## src/hw/tmc_pkg.sv

```systemverilog
package tmc_pkg;
    // register map (byte addresses, one aligned 32-bit word each)
    localparam logic [3:0] ADDR_CONTROL = 4'h0;
    localparam logic [3:0] ADDR_COUNT   = 4'h4;
    localparam logic [3:0] ADDR_STATUS  = 4'h8;

    // control field positions
    localparam int POS_RUN   = 15;
    localparam int POS_HALTI = 13;
    localparam int POS_EXTLO = 8;
    localparam int POS_GATE  = 6;
    localparam int POS_PSLO  = 4;
    localparam int POS_SYNC  = 2;
    localparam int POS_CSRC  = 1;

    localparam logic [15:0] CONTROL_RESET = 16'h0000;
    localparam logic [15:0] CONTROL_MASK  = 16'ha376;
    localparam logic [15:0] COUNT_RESET   = 16'h0000;

    // prescale terminal counts (divide minus one)
    localparam logic [7:0] PS_DIV1   = 8'h00;
    localparam logic [7:0] PS_DIV8   = 8'h07;
    localparam logic [7:0] PS_DIV64  = 8'h3f;
    localparam logic [7:0] PS_DIV256 = 8'hff;

    typedef enum logic [1:0] {
        EXT_SEC_OSC = 2'b00,
        EXT_PIN     = 2'b01,
        EXT_LOW_RC  = 2'b10,
        EXT_RSVD    = 2'b11
    } tmc_ext_t;

    typedef struct packed {
        logic       run;
        logic       haltInIdle;
        tmc_ext_t   extSel;
        logic       gateEn;
        logic [1:0] prescale;
        logic       syncEn;
        logic       srcSel;
    } tmc_ctrl_t;

    typedef struct packed {
        logic secOsc;
        logic lowPowerRc;
        logic extPin;
    } tmc_srcs_t;
endpackage : tmc_pkg

```

## src/hw/tmc_timer.sv

```systemverilog
// The register offsets and the Avalon-MM register port are this design's own decisions.
`timescale 1ns/1ps
`default_nettype none
// Overview of operation
// RL1: bit 15 set starts the 16-bit timer, cleared stops it.
// RL2: bit 13 set halts the timer during Idle; clear keeps it running.
// RL3: extended select 10 low-power RC, 01 external pin, 00 secondary oscillator; 11 reserved.
// RL4: extended select matters only when clock source select is one.
// RL5: bit 6 enables gated accumulation only with the internal clock selected.
// RL6: prescale 11 divides 256, 10 by 64, 01 by 8, 00 by 1.
// RL7: bit 2 synchronises external input when external source selected; else ignored.
// RL8: bit 1 one takes extended source; zero takes internal Fosc/2.
// RL9: bits 14, 12-10, 7, 3, 0 read zero and ignore writes.
// RL10: any reset clears the control register to the same value.
// RL11: enabled timer increments count per prescaled tick, wrapping at maximum.
// RL12: gated mode counts internal ticks only while the gate input is high.
module tmc_timer
    import tmc_pkg::*;
#(
    parameter int CNT_WIDTH = 16
) (
    input  wire logic        clk_sys,
    input  wire logic        rst_b,
    input  wire logic [3:0]  avs_address,
    input  wire logic        avs_read,
    input  wire logic        avs_write,
    input  wire logic [31:0] avs_writedata,
    input  wire logic [3:0]  avs_byteenable,
    output logic [31:0]      avs_readdata,
    output logic             avs_waitrequest,
    input  wire tmc_srcs_t   clkSources,
    input  wire logic        gateIn,
    input  wire logic        idleMode,
    output logic [CNT_WIDTH-1:0] countValue
);
    // ----------------------------------------------------------------
    // register bus
    // ----------------------------------------------------------------
    logic [15:0]          control_q;
    logic [CNT_WIDTH-1:0] count_q;
    logic                 ack_q;
    logic                 wrCtl;
    logic                 wrCnt;
    logic [15:0]          wdata16;
    tmc_ctrl_t            ctl;
    logic                 countActive;

    // one wait cycle per access keeps read data registered
    assign avs_waitrequest = (avs_read | avs_write) & ~ack_q;

    always_ff @(posedge clk_sys or negedge rst_b) begin
        if (!rst_b) begin
            ack_q <= 1'b0;
        end else begin
            ack_q <= (avs_read | avs_write) & ~ack_q;
        end
    end

    assign wdata16 = avs_writedata[15:0];
    assign wrCtl   = avs_write & ack_q & (avs_address == ADDR_CONTROL);
    assign wrCnt   = avs_write & ack_q & (avs_address == ADDR_COUNT);

    function automatic logic [15:0] laneMerge(input logic [15:0] old,
                                              input logic [15:0] nw,
                                              input logic [1:0]  be);
        laneMerge = {be[1] ? nw[15:8] : old[15:8], be[0] ? nw[7:0] : old[7:0]};
    endfunction : laneMerge

    always_ff @(posedge clk_sys or negedge rst_b) begin
        if (!rst_b) begin
            control_q <= CONTROL_RESET; // [RL10]
        end else if (wrCtl) begin
            control_q <= laneMerge(control_q, wdata16, avs_byteenable[1:0]) & CONTROL_MASK; // [RL9]
        end
    end

    assign ctl.run        = control_q[POS_RUN];
    assign ctl.haltInIdle = control_q[POS_HALTI];
    assign ctl.extSel     = tmc_ext_t'(control_q[POS_EXTLO+:2]);
    assign ctl.gateEn     = control_q[POS_GATE];
    assign ctl.prescale   = control_q[POS_PSLO+:2];
    assign ctl.syncEn     = control_q[POS_SYNC];
    assign ctl.srcSel     = control_q[POS_CSRC];

    always_ff @(posedge clk_sys or negedge rst_b) begin
        if (!rst_b) begin
            avs_readdata <= '0;
        end else if (avs_read && !ack_q) begin
            case (avs_address)
                ADDR_CONTROL: avs_readdata <= {16'h0000, control_q};
                ADDR_COUNT:   avs_readdata <= 32'(count_q);
                ADDR_STATUS:  avs_readdata <= {29'h0, countActive, idleMode, gateIn};
                default:      avs_readdata <= '0;
            endcase
        end
    end

    // ----------------------------------------------------------------
    // clock source selection
    // ----------------------------------------------------------------
    logic extRaw;
    logic extTick;
    logic intTick;
    logic rawTick;
    logic gatedTick;
    logic psTick;

    always_comb begin
        case (ctl.extSel) // [RL3]
            EXT_LOW_RC:  extRaw = clkSources.lowPowerRc;
            EXT_PIN:     extRaw = clkSources.extPin;
            EXT_SEC_OSC: extRaw = clkSources.secOsc;
            default:  extRaw = 1'b0; // reserved code gives no clock
        endcase
    end

    // unsynchronised mode still samples on clk_sys; only the two-flop delay is skipped
    tmc_edge_detect u_ext_edge (
        .clk_sys   (clk_sys),
        .rst_b     (rst_b),
        .srcIn     (extRaw),
        .syncEn    (ctl.syncEn), // [RL7]
        .risePulse (extTick)
    );

    // instruction clock: every other system clock cycle
    logic halfPhase_q;
    always_ff @(posedge clk_sys or negedge rst_b) begin
        if (!rst_b) begin
            halfPhase_q <= 1'b0;
        end else begin
            halfPhase_q <= ~halfPhase_q;
        end
    end
    assign intTick = halfPhase_q;

    assign rawTick   = ctl.srcSel ? extTick : intTick; // [RL8] [RL4]
    assign gatedTick = (!ctl.srcSel && ctl.gateEn) ? (intTick & gateIn) : rawTick; // [RL5] [RL12]
    assign countActive = ctl.run & ~(ctl.haltInIdle & idleMode); // [RL1] [RL2]

    tmc_prescaler u_ps (
        .clk_sys  (clk_sys),
        .rst_b    (rst_b),
        .tickIn   (gatedTick & countActive),
        .clear    (~ctl.run),
        .prescale (ctl.prescale),
        .tickOut  (psTick)
    );

    // ----------------------------------------------------------------
    // counter
    // ----------------------------------------------------------------
    always_ff @(posedge clk_sys or negedge rst_b) begin
        if (!rst_b) begin
            count_q <= CNT_WIDTH'(COUNT_RESET);
        end else if (wrCnt) begin
            count_q <= CNT_WIDTH'(laneMerge(16'(count_q), wdata16, avs_byteenable[1:0]));
        end else if (psTick) begin
            count_q <= count_q + CNT_WIDTH'(1); // [RL11]
        end
    end

    assign countValue = count_q;

    // ----------------------------------------------------------------
    // checks
    // ----------------------------------------------------------------
    AST_RUN_STOP: assert property (@(posedge clk_sys) disable iff (!rst_b) // [RL1]
        (!ctl.run && !wrCnt) |=> $stable(count_q))
        else $error("count moved while stopped");
    AST_IDLE_HALT: assert property (@(posedge clk_sys) disable iff (!rst_b) // [RL2]
        (ctl.haltInIdle && idleMode && !wrCnt) |=> $stable(count_q))
        else $error("count moved in idle halt");
    AST_RESERVED_EXT: assert property (@(posedge clk_sys) disable iff (!rst_b) // [RL3]
        (ctl.extSel == EXT_RSVD) |-> (extRaw == 1'b0))
        else $error("reserved source not silent");
    AST_INT_IGNORES_EXT: assert property (@(posedge clk_sys) disable iff (!rst_b) // [RL4]
        (!ctl.srcSel && !ctl.gateEn) |-> (rawTick == halfPhase_q))
        else $error("extended select leaked");
    AST_GATE_LOW: assert property (@(posedge clk_sys) disable iff (!rst_b) // [RL12]
        (!ctl.srcSel && ctl.gateEn && !gateIn) |-> !gatedTick)
        else $error("gated tick without gate");
    AST_GATE_IGNORED: assert property (@(posedge clk_sys) disable iff (!rst_b) // [RL5]
        ctl.srcSel |-> (gatedTick == extTick))
        else $error("gate not ignored on external");
    AST_DIV1: assert property (@(posedge clk_sys) disable iff (!rst_b) // [RL6]
        (ctl.prescale == 2'b00 && gatedTick && countActive) |-> psTick)
        else $error("1:1 prescale missed a tick");
    AST_UNIMPL_ZERO: assert property (@(posedge clk_sys) disable iff (!rst_b) // [RL9]
        (control_q & ~CONTROL_MASK) == 16'h0000)
        else $error("unimplemented bit set");
    AST_WRAP: assert property (@(posedge clk_sys) disable iff (!rst_b) // [RL11]
        (psTick && !wrCnt && count_q == '1) |=> (count_q == '0))
        else $error("count did not wrap");
    AST_SRC_SEL: assert property (@(posedge clk_sys) disable iff (!rst_b) // [RL8]
        ctl.srcSel |-> (rawTick == extTick))
        else $error("extended source not used");
    AST_SYNC_DELAY: assert property (@(posedge clk_sys) disable iff (!rst_b) // [RL7]
        (ctl.syncEn && !extRaw ##1 extRaw && ctl.syncEn ##1 ctl.syncEn ##1 ctl.syncEn)
        |-> extTick)
        else $error("synchronised edge late");
    AST_RESET_CTL: assert property (@(posedge clk_sys) // [RL10]
        !rst_b |-> (control_q == CONTROL_RESET))
        else $error("control not reset");
endmodule : tmc_timer
`default_nettype wire

```

## src/hw/tmc_edge_detect.sv

```systemverilog
`timescale 1ns/1ps
`default_nettype none
// rising-edge detector with optional two-flop synchroniser in front
module tmc_edge_detect
    import tmc_pkg::*;
(
    input  wire logic clk_sys,
    input  wire logic rst_b,
    input  wire logic srcIn,
    input  wire logic syncEn,
    output logic      risePulse
);
    logic meta_q;
    logic sync_q;
    logic prev_q;
    logic sample;

    always_ff @(posedge clk_sys or negedge rst_b) begin
        if (!rst_b) begin
            meta_q <= 1'b0;
            sync_q <= 1'b0;
        end else begin
            meta_q <= srcIn;
            sync_q <= meta_q;
        end
    end

    // unsynchronised path trades metastability margin for two cycles less latency
    assign sample = syncEn ? sync_q : srcIn;

    always_ff @(posedge clk_sys or negedge rst_b) begin
        if (!rst_b) begin
            prev_q <= 1'b0;
        end else begin
            prev_q <= sample;
        end
    end

    assign risePulse = sample & ~prev_q;
endmodule : tmc_edge_detect
`default_nettype wire

```

## src/hw/tmc_prescaler.sv

```systemverilog
`timescale 1ns/1ps
`default_nettype none
module tmc_prescaler
    import tmc_pkg::*;
#(
    parameter int PS_WIDTH = 8
) (
    input  wire logic       clk_sys,
    input  wire logic       rst_b,
    input  wire logic       tickIn,
    input  wire logic       clear,
    input  wire logic [1:0] prescale,
    output logic            tickOut
);
    logic [PS_WIDTH-1:0] psCnt_q;
    logic [PS_WIDTH-1:0] terminal;

    function automatic logic [PS_WIDTH-1:0] termOf(input logic [1:0] code);
        case (code)
            2'b11:   termOf = PS_WIDTH'(PS_DIV256);
            2'b10:   termOf = PS_WIDTH'(PS_DIV64);
            2'b01:   termOf = PS_WIDTH'(PS_DIV8);
            default: termOf = PS_WIDTH'(PS_DIV1);
        endcase
    endfunction : termOf

    assign terminal = termOf(prescale); // [RL6]
    assign tickOut  = tickIn & (psCnt_q >= terminal);

    always_ff @(posedge clk_sys or negedge rst_b) begin
        if (!rst_b) begin
            psCnt_q <= '0;
        end else if (clear || tickOut) begin
            psCnt_q <= '0;
        end else if (tickIn) begin
            psCnt_q <= psCnt_q + PS_WIDTH'(1);
        end
    end
endmodule : tmc_prescaler
`default_nettype wire

```

## config.mk

```make
export PLATFORM = sky130hd
export DESIGN_NAME = tmc_timer
export DESIGN_NICKNAME = d
export VERILOG_FILES = /design/src/hw/tmc_pkg.sv /design/src/hw/tmc_timer.sv /design/src/hw/tmc_edge_detect.sv /design/src/hw/tmc_prescaler.sv
export SDC_FILE = /design/constraint.sdc
export NUM_CORES = 1
export LEC_CHECK = 0
export BUFFER_PORTS_ARGS = -buffer_cell sky130_fd_sc_hd__buf_4
export CAP_MARGIN = 30
export CORE_MARGIN = 5
export CORE_UTILIZATION = 55
export CTS_CLUSTER_SIZE = 20
export DETAILED_ROUTE_END_ITERATION = 16
export PLACE_DENSITY = 0.93
export REMOVE_ABC_BUFFERS = 1
export SYNTH_ARGS = -nofsm -noshare
export SYNTH_HDL_FRONTEND = slang
export SYNTH_SLANG_ARGS = --single-unit
```

## constraint.sdc

```tcl
create_clock -name clk_sys -period 3.87 [get_ports clk_sys]
set_clock_uncertainty 0.1 [all_clocks]
set_input_delay 0.1935 -clock clk_sys [delete_from_list [all_inputs] [get_ports clk_sys]]
set_output_delay 0.1935 -clock clk_sys [all_outputs]
set_load 0.03 [all_outputs]
```

==> results.sh <==
export IMPL_path_clk_slew_ps=100
export IMPL_grt_usage_pct=22.6
export IMPL_area_growth_pct=19.0
export IMPL_hp_class="in2reg"
export IMPL_final_max_slew_viol_count=0
export IMPL_io_buffers=63
export IMPL_wirelength_um=7950
export IMPL_final_hold_violation_count=0
export IMPL_grt_pass1_vias=2734
export IMPL_synthArstFlopShare_pct=100
export IMPL_vias=2802
export IMPL_synth_warnings=0
export IMPL_r2r_end="countValue[10]$_DFFE_PN0P_"
export IMPL_grt_pass1_wl_um=13100
export IMPL_pin_count=98
export IMPL_clockBufferDepth=2
export IMPL_dr_pass1_iters=5
export IMPL_grt_max_degree=55
export IMPL_coreArea_mm2=0.00544
export IMPL_wl_per_cell_um=17.4
export IMPL_setup_tns_ps=0
export IMPL_min_period_over_period_pct=77.7
export IMPL_ys_flop_type="dfrtp_1"
export IMPL_cap_violations=0
export IMPL_synth_seq_cells=54
export IMPL_final_antenna_net_count=0
export IMPL_cpMaxStageDelayCell="nor3_1"
export IMPL_htree_levels=2
export IMPL_post_cts_buffers=0
export IMPL_fin_crit_ps=3010
export IMPL_power_density_mw_per_mm2=456
export IMPL_cp_data_arrival_time_ps=3090
export IMPL_required_ps=3950
export IMPL_slowest_delay_ps=580
export IMPL_fmax_ghz=0.332
export IMPL_first_iter_violations=229
export IMPL_synth_cell_area_mm2=0.00306
export IMPL_worst_ir_drop_vdd_v=0.000341
export IMPL_finalSetupViolCount=0
export IMPL_leakagePower_nw=1.65
export IMPL_rows=27
export IMPL_syn_inst=326
export IMPL_status="complete, no violations"
export IMPL_synthTopCellsByArea="dfrtp_1 (44%), nand2_1 (5.4%), buf_4 (3.9%)"
export IMPL_critPathKind="reg2reg"
export IMPL_die_w_um=84.6
export IMPL_placed_cells=448
export IMPL_dieArea_mm2=0.00715
export IMPL_clkLatencyLatePin_ps=320
export IMPL_cts_tree="built"
export IMPL_worst_pin_slew_ps=858
export IMPL_critPathCapture="countValue[10]$_DFFE_PN0P_"
export IMPL_clock_sinks=54
export IMPL_crit_cells=8
export IMPL_reg2reg_depth=8
export IMPL_ys_seq_area_share_pct=44.2
export IMPL_rsz0062_at_grt="false"
export IMPL_antenna_cells=0
export IMPL_startpoint_type="flop"
export IMPL_r2r_slack_ps=860
export IMPL_drc_errors=0
export IMPL_fin_cells=458
export IMPL_vias_per_cell=6.12
export IMPL_drive_above_1_share_pct=22.3
export IMPL_finalPower_w=0.00166
export IMPL_grt_remaining_overflow=0
export IMPL_end_kind="flop"
export IMPL_clockRootBuffer="clkbuf_8"
export IMPL_synth_top_area_share_pct=44.2
export IMPL_num_fill_cells=425
export IMPL_cp_cell_sequence="inv_1, ha_1, a22o_1, a311o_1, o211a_1, nand3_1, nor3_1, a311oi_1"
export IMPL_max_slew_margin_pct=42.4
export IMPL_finish_utilization_pct=66.9
export IMPL_synth_cell_types=59
export IMPL_start_util_pct=56.2
export IMPL_die_h_um=84.6
export IMPL_path_buf_inv=1
export IMPL_fin_nets=442
export IMPL_synth_edf_count=0
export IMPL_gp_congestion=0.946
export IMPL_cts_made_buffers=5
export IMPL_yosys_area_top_type="dfrtp_1"
export IMPL_worstReg2RegStart="control_q[5]$_DFFE_PN0P_"
export IMPL_worst_path_max_fanout=12
export IMPL_cp_top_family="simple AND/OR/NAND/NOR gates"
export IMPL_antenna_found_initial=0
export IMPL_dp_final_hpwl_um=5830
export IMPL_timing_critical_path_from="control_q[5]$_DFFE_PN0P_"
export IMPL_whs_path_depth=3
export IMPL_syn_avg_cell_area_um2=9.38
-- where the power goes --
part	leakage (nW)	total, W	switching, W	internal (W)
registers	0.712	0.000764	0.000127	0.000637
logic	0.884	0.000507	0.000308	0.000199
clock network	0.0504	0.000387	0.000194	0.000193
-- tightest hold or removal path, delay by kind of cell --
family | cells | cell delay [ps]
buf+inv | 1 | 70
compound gates | 1 | 70
simple gates | 1 | 40
-- registers in the layout (all words and copies together), names as in the netlist --
register / count
u_ext_edge.sync_q: 1
avs_readdata: 16
u_ext_edge.meta_q: 1
ack_q: 1
u_ps.psCnt_q: 8
halfPhase_q: 1
u_ext_edge.prev_q: 1
countValue: 16
control_q: 9
-- cell usage in the layout (no fill, tap or decap), types with 2 or more instances in the layout --
cell type      Yosys  layout
nand3b_1           2       2
o211ai_1           5       5
nand2b_1           2       2
mux2_2             9       9
nand2_1           44      44
a211oi_1          11      11
nor3_1             5       5
a31oi_1            2       2
nor2_1            29      29
o21a_1             2       2
nand4b_1           3       3
and2_1             3       3
inv_1              3       3
nand4_1            3       3
dlygate4sd3_1      0       2
o21ai_0           21      21
dfrtp_1           54      54
o21bai_1           2       2
nor2b_1            9       9
and3_1            13      13
clkbuf_8           0       5
a311oi_1           6       6
clkinvlp_4         0       2
buf_4             16      64
o22ai_1            3       3
mux2i_1            3       3
nand3_1           10      10
a22oi_1            8       8
ha_1               8       8
conb_1             1      16
a21oi_1            9       9
-- worst min path at each step --
stage / start / to / slack, ps
4_1_cts: avs_writedata[0] / countValue[0]$_DFFE_PN0P_ / 0.8
6_report: avs_writedata[0] / countValue[0]$_DFFE_PN0P_ / 1
2_1_floorplan: rst_b / ack_q$_DFF_PN0_ / -200
3_5_place_dp: rst_b / avs_readdata[12]$_DFFE_PN0P_ / 170
5_1_grt: avs_address[0] / avs_readdata[0]$_DFFE_PN0P_ / 0.6
3_3_place_gp: rst_b / avs_readdata[7]$_DFFE_PN0P_ / 160
-- Yosys cell counts, types with 2 or more instances --
cell type	count
mux2_2	9
a31oi_1	2
nand2_1	44
o21bai_1	2
nand3b_1	2
and3_1	13
o211ai_1	5
dfrtp_1	54
and2_1	3
buf_4	16
a311oi_1	6
a21oi_1	9
clkbuf_1	7
nand2b_1	2
a22oi_1	8
o21a_1	2
nand3_1	10
ha_1	8
nand4b_1	3
o21ai_0	21
mux2i_1	3
nor2_1	29
o22ai_1	3
nor2b_1	9
nor3_1	5
buf_2	4
a211oi_1	11
inv_1	3
nand4_1	3
-- cell families (layout without fill, tap and decap cells) --
| logic type | count (synthesis) | after routing | synth area share (%) |
|---|---|---|---|
| AO/OA/AOI/OAI | 88 | 88 | 20.5 |
| multiplexers | 12 | 12 | 4.30 |
| buffers and inverters | 32 | 77 | 6.30 |
| flip-flops | 54 | 54 | 44.2 |
| AND/OR/NAND/NOR | 131 | 131 | 21.3 |
| adder cells (fa/ha/maj) | 8 | 8 | 3.27 |
| other | 1 | 16 | 0.123 |
-- what timing repair did --
| action | CTS | global route |
|---|---|---|
| hold endpoints to repair | 55 | 0 |
| hold buffers | 2 | 0 |
| setup endpoints to repair | 0 | 0 |
| gates resized for setup | 0 | 0 |
-- cell type report --
cell class              instances  area, um^2  area share (%)
flip-flops and latches         54        1350            37.2
repair buffers                 66         500            13.8
clock buffers                   5        68.8            1.89
multi-input cells             255        1570            43.2
well taps                      72        90.1            2.48
clock inverters                 3        45.0            1.24
inverters                       3        11.3           0.310
-- layer usage --
layer	global-route usage, %	vias to the layer above	routed length [um]
met5	0	-	0
met4	7.91	0	128
met3	5.10	11	698
met2	36.3	154	3750
met1	30.2	1346	3380
li1	-	1291	-
-- metrics by stage --
stage	hold WS [ps]	cell area [um^2]	worst slack [ps]
3_5_place_dp	170	3500	930
3_3_place_gp	165	3500	1000
6_report	1.22	3640	862
4_1_cts	0.782	3640	880
2_1_floorplan	-202	2930	1390
5_1_grt	0.561	3640	666
(Power assumes the default switching activity.)
